## src/pkg/ocpwm_pkg.sv

```systemverilog
// Constants for the output compare / PWM channel
package ocpwm_pkg;
  // ****************************************
  // Register byte offsets
  // ****************************************
  localparam logic [7:0] OFS_CON1 = 8'h00;
  localparam logic [7:0] OFS_CON2 = 8'h04;
  localparam logic [7:0] OFS_PRI = 8'h08;
  localparam logic [7:0] OFS_SEC = 8'h0C;
  localparam logic [7:0] OFS_PER = 8'h10;
  localparam logic [7:0] OFS_CNT = 8'h14;
  // ****************************************
  // Reset values and writable masks
  // ****************************************
  localparam logic [15:0] CON1_RST = 16'h0000;
  localparam logic [15:0] CON2_RST = 16'h000C;
  localparam logic [15:0] CON1_WMASK = 16'h3C8F;
  localparam logic [15:0] CON2_WMASK = 16'hF1BF;
  localparam logic [15:0] VAL_RST = 16'h0000;
  localparam logic [15:0] CNT_ALL1 = 16'hFFFF;
  // ****************************************
  // Control one fields
  // ****************************************
  localparam int C1_SIDL = 13;
  localparam int C1_TSEL = 10;
  localparam int C1_FEN = 7;
  localparam int C1_FSTAT = 4;
  localparam int C1_TMODE = 3;
  localparam int C1_MODE = 0;
  // ****************************************
  // Control two fields
  // ****************************************
  localparam int C2_FHOLD = 15;
  localparam int C2_FLVL = 14;
  localparam int C2_FFORCE = 13;
  localparam int C2_INV = 12;
  localparam int C2_CASC = 8;
  localparam int C2_TRIG = 7;
  localparam int C2_TSTAT = 6;
  localparam int C2_TRIS = 5;
  localparam int C2_SRC = 0;
  // ****************************************
  // Encodings
  // ****************************************
  localparam logic [2:0] TB_SYS = 3'h7;
  localparam logic [2:0] TB_T1 = 3'h4;
  localparam logic [2:0] TB_T5 = 3'h3;
  localparam logic [2:0] TB_T4 = 3'h2;
  localparam logic [2:0] TB_T3 = 3'h1;
  localparam logic [2:0] TB_T2 = 3'h0;
  localparam logic [4:0] SRC_NONE = 5'h00;
  localparam logic [4:0] SRC_SELF = 5'h1F;
  localparam int FAULT_A_LAST = 4;
  typedef enum logic [2:0] {
    OCPWM_OFF = 3'h0, OCPWM_S_HI = 3'h1, OCPWM_S_LO = 3'h2,
    OCPWM_S_TGL = 3'h3, OCPWM_D_ONE = 3'h4, OCPWM_D_CONT = 3'h5,
    OCPWM_EDGE = 3'h6, OCPWM_CENTER = 3'h7
  } ocpwm_mode_e;
endpackage

```

## src/pkg/ocpwm_tb_if.sv

```systemverilog
// Carrier between the channel control and its time base counter
`timescale 1ns/1ps
`default_nettype none
interface ocpwm_tb_if;
  logic count_en; // Advance the counter this cycle
  logic clear; // Force counter to zero
  logic [15:0] count; // Present counter value
  logic wrap; // Counter passes all ones to zero
  modport tb (input count_en, input clear, output count, output wrap);
  modport ctl (output count_en, output clear, input count, input wrap);
endinterface
`default_nettype wire

```

## src/rtl/ocpwm_pin_filter.sv

```systemverilog
// Three-stage pin synchroniser with agreement filter
`timescale 1ns/1ps
`default_nettype none
module ocpwm_pin_filter (
  // Clock and reset
  input wire logic clk,
  input wire logic rst,
  // Pin and filtered level
  input wire logic pin,
  output logic level
);
  logic s1_reg; // First stage, read only by second
  logic s2_reg;
  logic s3_reg;
  logic level_reg;

  // ****************************************
  // Stages; level changes once stages two and three agree
  // ****************************************
  always_ff @(posedge clk) begin
    if (rst) begin
      s1_reg <= 1'b0;
      s2_reg <= 1'b0;
      s3_reg <= 1'b0;
      level_reg <= 1'b0;
    end else begin
      s1_reg <= pin;
      s2_reg <= s1_reg;
      s3_reg <= s2_reg;
      if (s2_reg == s3_reg) begin
        level_reg <= s3_reg;
      end
    end
  end

  assign level = level_reg;
endmodule
`default_nettype wire

```

## src/rtl/ocpwm_timebase.sv

```systemverilog
// Sixteen-bit channel counter
`timescale 1ns/1ps
`default_nettype none
module ocpwm_timebase
  import ocpwm_pkg::*;
(
  // Clock and reset
  input wire logic clk,
  input wire logic rst,
  // Control side
  ocpwm_tb_if.tb tb
);
  logic [15:0] count_reg; // Channel counter
  logic [15:0] count_next;

  // Clear wins, else advance, wrapping all ones to zero
  assign count_next = tb.clear ? VAL_RST :
                      (tb.count_en ? 16'(count_reg + 16'h0001) : count_reg);
  assign tb.count = count_reg;
  assign tb.wrap = tb.count_en && !tb.clear && (count_reg == CNT_ALL1);

  // ****************************************
  // Counter register
  // ****************************************
  always_ff @(posedge clk) begin
    if (rst) begin
      count_reg <= VAL_RST;
    end else begin
      count_reg <= count_next;
    end
  end
endmodule
`default_nettype wire

```

## src/rtl/ocpwm_channel.sv

```systemverilog
// Output compare / PWM channel with Avalon-MM registers
//
// The address map and the Avalon-MM register port were decided locally.
`timescale 1ns/1ps
`default_nettype none
// Function
// - Period lasts period value plus one counts
// - PWM compare values latch at period end
// - All values zero keeps pin low
// - Secondary above period keeps pin high
// - Stop-in-idle halts channel while processor idles
// - Time base select picks count source
// - Fault enable gates fault pin A or B
// - Fault status set by hardware, center mode
// - Trigger status cleared on secondary match optionally
// - Mode codes: center, edge PWM, disabled
// - Mode 101 toggles continuously on both matches
// - Mode 100 gives one pulse only
// - Single compare modes use primary value only for output and flag
// - Fault hold mode needs software clear in center mode
// - Fault output level drives pin in fault
// - Fault force bit makes pin output
// - Invert bit inverts channel output
// - Cascade bit chains counter to neighbour
// - Trigger select: trigger or counter sync
// - Counter held zero while trigger status clear
// - Tristate bit disconnects pin driver
// - Source select chooses sync/trigger source
// - Free-running counter wraps all ones to zero
// - Trigger waits for event; sync resets counter
// - Interrupt flag on primary match in single modes, secondary match otherwise
module ocpwm_channel
  import ocpwm_pkg::*;
#(
  parameter int CHANNEL_NUM = 1 // Channel number, picks fault pin
) (
  // Clock and reset
  input wire logic clk,
  input wire logic rst,
  // Avalon-MM slave
  input wire logic [7:0] avs_address,
  input wire logic avs_read,
  input wire logic avs_write,
  input wire logic [31:0] avs_writedata,
  output logic [31:0] avs_readdata,
  output logic avs_waitrequest,
  // Time base and sync sources
  input wire logic [4:0] timer_tick,
  input wire logic [31:0] sync_sources,
  input wire logic cascade_carry_in,
  output logic cascade_carry_out,
  input wire logic cpu_idle,
  // Fault pins
  input wire logic fault_pin_a,
  input wire logic fault_pin_b,
  // Compare pin and interrupt
  output logic compare_output_pin,
  output logic compare_output_pin_oe,
  output logic channel_interrupt_flag
);
  // ****************************************
  // Functions
  // ****************************************
  // Tick from the selected time base
  function automatic logic tick_pick(input logic [2:0] sel,
                                     input logic [4:0] t);
    logic r;
    r = 1'b0;
    unique case (sel)
      TB_SYS: r = 1'b1;
      TB_T1: r = t[0];
      TB_T2: r = t[1];
      TB_T3: r = t[2];
      TB_T4: r = t[3];
      TB_T5: r = t[4];
      default: r = 1'b0;
    endcase
    return r;
  endfunction

  // Masked register update
  function automatic logic [15:0] wr_mask(input logic [15:0] old,
                                          input logic [15:0] nw,
                                          input logic [15:0] m);
    return (old & ~m) | (nw & m);
  endfunction

  // ****************************************
  // Declarations
  // ****************************************
  ocpwm_tb_if tbi (); // Counter link
  logic [15:0] con1_reg; // Control one, writable part
  logic [15:0] con2_reg; // Control two, writable part
  logic [15:0] pri_reg; // Primary compare value
  logic [15:0] sec_reg; // Secondary compare value
  logic [15:0] per_reg; // Time base period value
  logic [15:0] pri_act_reg; // Active PWM primary
  logic [15:0] sec_act_reg; // Active PWM secondary
  logic fstat_reg; // PWM fault status
  logic fstat_next;
  logic tstat_reg; // Trigger status
  logic tstat_next;
  logic fault_reg; // Fault state active
  logic fault_next;
  logic raw_reg; // Waveform before inversion
  logic raw_next;
  logic armed_reg; // Single-shot not yet spent
  logic armed_next;
  logic pin_reg;
  logic oe_reg;
  logic irq_reg;
  logic carry_reg;
  logic wait_reg; // Avalon waitrequest
  logic [31:0] rdata_reg;
  logic fa_lvl; // Filtered fault pins
  logic fb_lvl;

  // ****************************************
  // Field decode
  // ****************************************
  wire ocpwm_mode_e mode = ocpwm_mode_e'(con1_reg[C1_MODE +: 3]);
  wire [2:0] tsel = con1_reg[C1_TSEL +: 3];
  wire [4:0] src = con2_reg[C2_SRC +: 5];
  wire stop_in_idle = con1_reg[C1_SIDL];
  wire fault_input_enable = con1_reg[C1_FEN];
  wire trig_status_clear_mode = con1_reg[C1_TMODE];
  wire fault_hold_mode = con2_reg[C2_FHOLD];
  wire fault_output_level = con2_reg[C2_FLVL];
  wire fault_force_output = con2_reg[C2_FFORCE];
  wire output_invert = con2_reg[C2_INV];
  wire cascade_enable = con2_reg[C2_CASC];
  wire trigger_or_sync_select = con2_reg[C2_TRIG];
  wire output_tristate = con2_reg[C2_TRIS];
  wire is_pwm = (mode == OCPWM_EDGE) || (mode == OCPWM_CENTER);
  wire is_single = (mode == OCPWM_S_HI) || (mode == OCPWM_S_LO) ||
                   (mode == OCPWM_S_TGL);
  wire is_double = !is_single && (mode != OCPWM_OFF);

  // ****************************************
  // Bus decode
  // ****************************************
  wire wr_ack = avs_write && !wait_reg;
  wire wr_con1 = wr_ack && (avs_address == OFS_CON1);
  wire wr_con2 = wr_ack && (avs_address == OFS_CON2);
  wire wr_pri = wr_ack && (avs_address == OFS_PRI);
  wire wr_sec = wr_ack && (avs_address == OFS_SEC);
  wire wr_per = wr_ack && (avs_address == OFS_PER);
  wire [15:0] wd = avs_writedata[15:0];
  wire [15:0] con1_rd = con1_reg | (16'(fstat_reg) << C1_FSTAT);
  wire [15:0] con2_rd = con2_reg | (16'(tstat_reg) << C2_TSTAT);
  wire [15:0] rd_mux = (avs_address == OFS_CON1) ? con1_rd :
                       (avs_address == OFS_CON2) ? con2_rd :
                       (avs_address == OFS_PRI) ? pri_reg :
                       (avs_address == OFS_SEC) ? sec_reg :
                       (avs_address == OFS_PER) ? per_reg :
                       (avs_address == OFS_CNT) ? tbi.count : VAL_RST;

  // ****************************************
  // Time base and sync
  // ****************************************
  wire idle_stop = stop_in_idle && cpu_idle;
  wire src_tick = cascade_enable ? cascade_carry_in :
                  tick_pick(tsel, timer_tick);
  wire en = src_tick && !idle_stop && (mode != OCPWM_OFF);
  wire [15:0] pri_use = is_pwm ? pri_act_reg : pri_reg;
  wire [15:0] sec_use = is_pwm ? sec_act_reg : sec_reg;
  wire per_match = en && (tbi.count == per_reg);
  wire src_valid = (src != SRC_NONE) && (src[4:1] != 4'h8);
  wire sync_evt = src_valid &&
                  ((src == SRC_SELF) ? per_match : sync_sources[src]);
  wire trig_active = trigger_or_sync_select && src_valid;
  wire hold = trig_active && !tstat_reg;
  wire sync_rst = !trigger_or_sync_select && sync_evt;
  assign tbi.count_en = en;
  assign tbi.clear = hold || sync_rst || (mode == OCPWM_OFF);

  // ****************************************
  // Compare matches
  // ****************************************
  wire m_pri = en && (tbi.count == pri_use);
  wire m_sec = en && (tbi.count == sec_use) && is_double;
  wire full_duty = is_pwm && (sec_act_reg > per_reg);
  wire sel_fault = (CHANNEL_NUM <= FAULT_A_LAST) ? fa_lvl : fb_lvl;
  wire fault_in = fault_input_enable && sel_fault;

  // ****************************************
  // Submodules
  // ****************************************
  ocpwm_timebase u_tb (
    .clk(clk),
    .rst(rst),
    .tb(tbi.tb)
  );

  ocpwm_pin_filter u_fa (
    .clk(clk),
    .rst(rst),
    .pin(fault_pin_a),
    .level(fa_lvl)
  );

  ocpwm_pin_filter u_fb (
    .clk(clk),
    .rst(rst),
    .pin(fault_pin_b),
    .level(fb_lvl)
  );

  // ****************************************
  // Waveform next state
  // ****************************************
  always_comb begin
    raw_next = raw_reg;
    armed_next = armed_reg;
    if (wr_con1) begin
      // Rewriting control one restarts the output
      raw_next = (wd[C1_MODE +: 3] == OCPWM_S_LO);
      armed_next = 1'b1;
    end else begin
      unique case (mode)
        OCPWM_OFF: raw_next = 1'b0;
        OCPWM_S_HI: begin
          if (m_pri && armed_reg) begin
            raw_next = 1'b1;
            armed_next = 1'b0;
          end
        end
        OCPWM_S_LO: begin
          if (m_pri && armed_reg) begin
            raw_next = 1'b0;
            armed_next = 1'b0;
          end
        end
        OCPWM_S_TGL: begin
          if (m_pri) begin
            raw_next = !raw_reg;
          end
        end
        OCPWM_D_ONE: begin
          // One pulse, then idle low
          if (armed_reg && m_sec) begin
            raw_next = 1'b0;
            armed_next = 1'b0;
          end else if (armed_reg && m_pri) begin
            raw_next = 1'b1;
          end
        end
        OCPWM_D_CONT: begin
          // Clear wins when both values match together
          if (m_sec) begin
            raw_next = 1'b0;
          end else if (m_pri) begin
            raw_next = 1'b1;
          end
        end
        OCPWM_EDGE, OCPWM_CENTER: begin
          if (full_duty) begin
            raw_next = 1'b1;
          end else if (m_sec) begin
            raw_next = 1'b0;
          end else if (m_pri) begin
            raw_next = 1'b1;
          end
        end
      endcase
    end
  end

  // ****************************************
  // Fault and trigger status next state
  // ****************************************
  always_comb begin
    fault_next = fault_reg;
    if (fault_in && is_pwm) begin
      fault_next = 1'b1;
    end else if (fault_reg && !fault_in) begin
      // Release after source gone, per hold mode
      if (fault_hold_mode) begin
        fault_next = fstat_reg;
      end else if (per_match) begin
        fault_next = 1'b0;
      end
    end
    // Set wins over any clear
    fstat_next = fstat_reg;
    if (wr_con1 && !wd[C1_FSTAT]) begin
      fstat_next = 1'b0;
    end
    if (!fault_hold_mode && fault_reg && !fault_next) begin
      fstat_next = 1'b0;
    end
    if (fault_in && (mode == OCPWM_CENTER)) begin
      fstat_next = 1'b1;
    end
    tstat_next = tstat_reg;
    if (wr_con2) begin
      tstat_next = wd[C2_TSTAT];
    end
    if (trig_status_clear_mode && en && (tbi.count == sec_use)) begin
      tstat_next = 1'b0;
    end
    if (trig_active && sync_evt) begin
      tstat_next = 1'b1;
    end
  end

  // ****************************************
  // Control registers
  // ****************************************
  always_ff @(posedge clk) begin
    if (rst) begin
      con1_reg <= CON1_RST;
      con2_reg <= CON2_RST;
      pri_reg <= VAL_RST;
      sec_reg <= VAL_RST;
      per_reg <= VAL_RST;
    end else begin
      if (wr_con1) con1_reg <= wr_mask(con1_reg, wd, CON1_WMASK);
      if (wr_con2) con2_reg <= wr_mask(con2_reg, wd, CON2_WMASK);
      if (wr_pri) pri_reg <= wd;
      if (wr_sec) sec_reg <= wd;
      if (wr_per) per_reg <= wd;
    end
  end

  // ****************************************
  // Active duty values, loaded at period end
  // ****************************************
  always_ff @(posedge clk) begin
    if (rst) begin
      pri_act_reg <= VAL_RST;
      sec_act_reg <= VAL_RST;
    end else if (per_match || !is_pwm) begin
      pri_act_reg <= pri_reg;
      sec_act_reg <= sec_reg;
    end
  end

  // ****************************************
  // Channel state
  // ****************************************
  always_ff @(posedge clk) begin
    if (rst) begin
      raw_reg <= 1'b0;
      armed_reg <= 1'b0;
      fault_reg <= 1'b0;
      fstat_reg <= 1'b0;
      tstat_reg <= 1'b0;
    end else begin
      raw_reg <= raw_next;
      armed_reg <= armed_next;
      fault_reg <= fault_next;
      fstat_reg <= fstat_next;
      tstat_reg <= tstat_next;
    end
  end

  // ****************************************
  // Pin, interrupt and carry outputs
  // ****************************************
  always_ff @(posedge clk) begin
    if (rst) begin
      pin_reg <= 1'b0;
      oe_reg <= 1'b0;
      irq_reg <= 1'b0;
      carry_reg <= 1'b0;
    end else begin
      pin_reg <= fault_reg ? fault_output_level :
                 (raw_reg ^ output_invert);
      oe_reg <= !output_tristate ||
                (fault_reg && fault_force_output);
      irq_reg <= is_single ? m_pri : m_sec;
      carry_reg <= tbi.wrap;
    end
  end

  // ****************************************
  // Avalon answer: one wait cycle per request
  // ****************************************
  always_ff @(posedge clk) begin
    if (rst) begin
      wait_reg <= 1'b1;
      rdata_reg <= 32'h00000000;
    end else begin
      wait_reg <= !((avs_read || avs_write) && wait_reg);
      if ((avs_read || avs_write) && wait_reg) begin
        rdata_reg <= {16'h0000, rd_mux};
      end
    end
  end

  assign avs_readdata = rdata_reg;
  assign avs_waitrequest = wait_reg;
  assign compare_output_pin = pin_reg;
  assign compare_output_pin_oe = oe_reg;
  assign channel_interrupt_flag = irq_reg;
  assign cascade_carry_out = carry_reg;
endmodule
`default_nettype wire

```

## config.mk

```make
export PLATFORM = sky130hd
export DESIGN_NAME = ocpwm_channel
export DESIGN_NICKNAME = d
export VERILOG_FILES = /design/src/pkg/ocpwm_pkg.sv /design/src/pkg/ocpwm_tb_if.sv /design/src/rtl/ocpwm_pin_filter.sv /design/src/rtl/ocpwm_timebase.sv /design/src/rtl/ocpwm_channel.sv
export SDC_FILE = /design/constraint.sdc
export NUM_CORES = 1
export LEC_CHECK = 0
export BUFFER_PORTS_ARGS = -buffer_cell sky130_fd_sc_hd__buf_2
export CAP_MARGIN = 20
export CORE_MARGIN = 3
export CORE_UTILIZATION = 55
export CTS_CLUSTER_SIZE = 28
export DETAILED_ROUTE_END_ITERATION = 10
export GPL_ROUTABILITY_DRIVEN = 0
export PLACE_DENSITY = 0.77
export SLEW_MARGIN = 20
export SYNTH_ARGS = -nofsm -noshare
export SYNTH_HDL_FRONTEND = slang
export SYNTH_SLANG_ARGS = --single-unit
```

## constraint.sdc

```tcl
create_clock -name clk -period 4.1 [get_ports clk]
set_input_delay 0.205 -clock clk [delete_from_list [all_inputs] [get_ports clk]]
set_output_delay 0.205 -clock clk [all_outputs]
set_load 0.01 [all_outputs]
```

==> impl_summary.txt <==
----------------------------------------------------
[STA]
  Final Slew Violations ... 0
  Actual slew at the worst max-slew pin ... slightly below 1 ns
  Max Clock Skew ... between 0.006 and 0.007 ns
  Endpoints failing hold ... 0
  Post-layout min period ... about 3.2 ns
  Max_slew headroom ... roughly a third
  Setup_tns ... 0 ns
  Unrepaired setup endpoints after global routing ... false
  Final Hold Slack ... 0.06335 ns
  Period utilisation layout ... 78.98%
  Max Fclk ... around 310 MHz
  Count of final setup violators ... 0

[GRT]
  Maximum number of pins on one net before global-route repair ... 72
  Number of antenna violations at the first check in global routing ... 0
  Global-route wire length before repair ... roughly 41000 um
  Overall global routing resource usage ... between 30% and 40%
  Final global-route overflow total ... 0
  Vias in the first global route ... between 7000 and 8000

[Clock tree]
  Total number of H-tree levels ... 4
  Post-cts repair resize count ... 0
  Clock tree from TritonCTS ... done
  Count of hold-fix buffers inserted at cts ... 1
  Post-CTS setup repair buffer count ... 0
  Clock transition time at the flip-flop clock pins of the worst setup and hold paths ... 0.06 ns
  Clock Root Buffer ... sky130_fd_sc_hd__clkbuf_16
  Number of buffers between clock root and the deepest sink ... 2
  Insertion delay of the later-clocked pin in the worst-skew pair ... 0.43 ns
  Clock buffers created by TritonCTS ... 17
  Count of clock tree sinks ... between 100 and 150

[Die]
  # IOs ... about 120
  Horizontal die dimension ... approximately 130 um
  Floorplan die area ... 16550 um^2
  Y dimension of the die ... 128.7 um
  Site row count ... 44
  Core Region ... approximately 15000 um^2
  Starting Density ... between 50% and 60%

[Worst hold path]
  Classification of the worst-slack hold path ... input port to register

[Detailed routing]
  Remaining routing DRC violations ... 0
  Final antenna-violating net count ... 0
  Vias/cell ... between 6 and 7
  Number of vias in the routed layout ... roughly 8000
  Detailed router's first-iteration violation count ... ~1200
  Wire length reported by the detailed router ... 27040 um
  Wire length per cell after detailed routing ... ~21 um
  Initial DRT Pass Iterations ... 7

[Finish]
  Layout Cells excl Fill ... 1269
  Fill count ... approximately 1300
  Net count reported at finish ... 1176
  Number of antenna repair diodes ... 0
  Area growth from synthesis to layout ... 12.60%
  Final core utilization ... 63.62%
  Proportion of layout cells with a drive suffix above 1 ... between 15 and 20%

[Critical path]
  Crit. End Element ... register
  Cells traversed along the worst timing path ... mux4_2 -> mux4_2 -> nand2_1 -> a311oi_1 -> o21ai_1 -> nand2_1 -> a21oi_1
  Critical path class ... register to register
  Worst endpoint data arrival time ... approximately 3.6 ns
  Library cell contributing the largest single delay on the critical path ... sky130_fd_sc_hd__dfxtp_1
  Kind of launch point of the worst setup path ... register
  Maximum cell stage delay along the critical path ... roughly 0.73 ns
  Worst-case register-to-register setup slack ... between 0.8 and 0.9 ns
  Required time reported for the critical path endpoint ... around 4.4 ns
  Largest fanout of any net on the critical path ... 16

[Synth]
  Count of state elements after synthesis ... around 150
  Number of flops mapped to enable cells by yosys ... 0
  FFs w/ async S/R, synth ... 0%
  Number of warnings reported in the yosys synthesis log ... 0
  Dominant synthesized flop cell ... sky130_fd_sc_hd__dfxtp_1
  Share of synthesized area occupied by flip-flops and latches ... 35.57%
  Average cell area after synthesis ... around 8.1 um^2
  Post-synthesis instance area ... around 8300 um^2
  Synth cell types ... 73
  Cells after synthesis ... ~1000

[Placement]
  Half-perimeter wire length after detailed placement ... about 20000 um
  Number of cells after detailed placement ... roughly 1200
  IO buf count ... a little under 90

[Power and ir drop]
  Maximum resistive drop on vdd ... roughly 280 uV
  Leak ... approximately 3.6 nW
  Total power density per cell area ... about 350 nW/um^2
  Total power draw ... between 0.003 and 0.004 W

[Job]
  # Max-Cap Violations ... 0

[Run status]
  Result of the run ... finished, final reports clean

----------------------------------------------------
## layer usage
metal	vias to the layer above	GRT usage, %	share of wire [%]
li1	3661	-	-
met1	3735	43.72	39
met2	518	48.26	43
met3	101	10.96	13
met4	0	14.21	4.6
met5	-	0	0
## worst max-delay path: cells and delay by family, from the launching register on
kind            cells  cell delay, ns
mux                 2            1.06
compound gates      3            0.78
flops               1            0.73
simple gates        2            0.57
## cell usage in the layout (no fill, tap or decap), types with 3 or more instances in the layout
| master | netlist | final |
|---|---|---|
| sky130_fd_sc_hd__nand3b_1 | 8 | 8 |
| sky130_fd_sc_hd__nor2b_1 | 18 | 18 |
| sky130_fd_sc_hd__a22oi_1 | 13 | 13 |
| sky130_fd_sc_hd__a21o_1 | 3 | 3 |
| sky130_fd_sc_hd__and2_1 | 8 | 8 |
| sky130_fd_sc_hd__ha_1 | 17 | 17 |
| sky130_fd_sc_hd__nor2_1 | 78 | 78 |
| sky130_fd_sc_hd__buf_4 | 17 | 15 |
| sky130_fd_sc_hd__o21ai_0 | 17 | 17 |
| sky130_fd_sc_hd__mux4_2 | 14 | 14 |
| sky130_fd_sc_hd__clkinv_2 | 0 | 4 |
| sky130_fd_sc_hd__a32oi_1 | 5 | 5 |
| sky130_fd_sc_hd__o221ai_1 | 5 | 5 |
| sky130_fd_sc_hd__buf_2 | 18 | 87 |
| sky130_fd_sc_hd__clkbuf_16 | 0 | 17 |
| sky130_fd_sc_hd__dfxtp_1 | 147 | 147 |
| sky130_fd_sc_hd__a22o_1 | 5 | 5 |
| sky130_fd_sc_hd__nand2_1 | 183 | 182 |
| sky130_fd_sc_hd__nand3_1 | 23 | 23 |
| sky130_fd_sc_hd__bufinv_16 | 0 | 4 |
| sky130_fd_sc_hd__a221o_1 | 4 | 4 |
| sky130_fd_sc_hd__mux2i_1 | 55 | 55 |
| sky130_fd_sc_hd__and3_1 | 9 | 9 |
| sky130_fd_sc_hd__o2111ai_1 | 4 | 4 |
| sky130_fd_sc_hd__xnor2_1 | 34 | 34 |
| sky130_fd_sc_hd__a211oi_1 | 8 | 8 |
| sky130_fd_sc_hd__and4_1 | 3 | 3 |
| sky130_fd_sc_hd__inv_1 | 39 | 39 |
| sky130_fd_sc_hd__o2bb2ai_1 | 3 | 3 |
| sky130_fd_sc_hd__a221oi_1 | 7 | 7 |
| sky130_fd_sc_hd__nor4_1 | 8 | 8 |
| sky130_fd_sc_hd__o211ai_1 | 12 | 12 |
| sky130_fd_sc_hd__nand2b_1 | 16 | 16 |
| sky130_fd_sc_hd__nand4_1 | 14 | 14 |
| sky130_fd_sc_hd__xor2_1 | 8 | 8 |
| sky130_fd_sc_hd__inv_2 | 4 | 4 |
| sky130_fd_sc_hd__nor3_1 | 15 | 15 |
| sky130_fd_sc_hd__conb_1 | 1 | 16 |
| sky130_fd_sc_hd__o22ai_1 | 10 | 10 |
| sky130_fd_sc_hd__a21oi_1 | 94 | 94 |
## cells in the mapped netlist, drive strengths merged, types with 12 or more instances
master | number | share of area [%]
inv | 43 | 2.0
nor2 | 78 | 3.5
nand3 | 23 | 1.4
nand2b | 16 | 1.2
ha | 17 | 2.6
nor2b | 18 | 1.4
a21oi | 94 | 5.7
o211ai | 12 | 1.1
nand2 | 184 | 8.4
o21ai | 19 | 1.1
dfxtp | 147 | 36
clkbuf | 44 | 2.0
mux4 | 14 | 3.8
mux2i | 55 | 6.7
a22oi | 13 | 1.2
xnor2 | 34 | 3.6
nand4 | 14 | 1.1
nor3 | 17 | 1.1
buf | 40 | 3.0
## power breakdown
group	switching [W]	total, W	internal (W)	leakage, nW
Clock	0.000593	0.00163	0.00104	0.302
Sequential	0.00000603	0.00145	0.00144	1.19
Combinational	0.000112	0.000176	0.0000644	2.14
Total	0.000711	0.00325	0.00254	3.63
## metrics by stage
step	instance area (um^2)	setup WS (ns)
floorplan	8330	1.761
global placement	8693	0.9940
detailed placement	8693	0.9498
CTS	9316	0.9258
global route	9316	0.6884
finish	9316	0.8619
## layout make-up
cell class              instances  area, um^2  share of cell area [%]
well taps                     184       230.2                   2.471
clock inverters                10       156.4                   1.679
repair buffers                103       558.0                   5.990
inverters                      43       161.4                   1.732
flip-flops and latches        147        2943                   31.59
multi-input cells             762        4811                   51.64
clock buffers                  20       456.7                   4.902
## worst paths after layout
check,startpoint,cells past startpoint,to
setup / recovery,con2_reg[0],7,u_tb.tb.count[0]
hold / removal,avs_writedata[14],3,sec_reg[14]
setup reg to reg,con2_reg[0],7,u_tb.tb.count[0]
hold reg to reg,u_fa.s1_reg,1,u_fa.s2_reg
## kinds of logic (layout without fill, tap and decap cells)
kind of cell	count (synthesis)	count (layout)	synth area share, %
adder cells (fa/ha/maj)	17	17	2.571
other	1	16	0.04532
flip-flops	147	147	35.57
AO/OA/AOI/OAI	214	214	16.98
XOR/XNOR	42	42	4.446
buffers and inverters	127	176	7.001
multiplexers	70	70	10.60
AND/OR/NAND/NOR	403	403	22.79
Note: power is estimated with default switching activity, not from simulation.
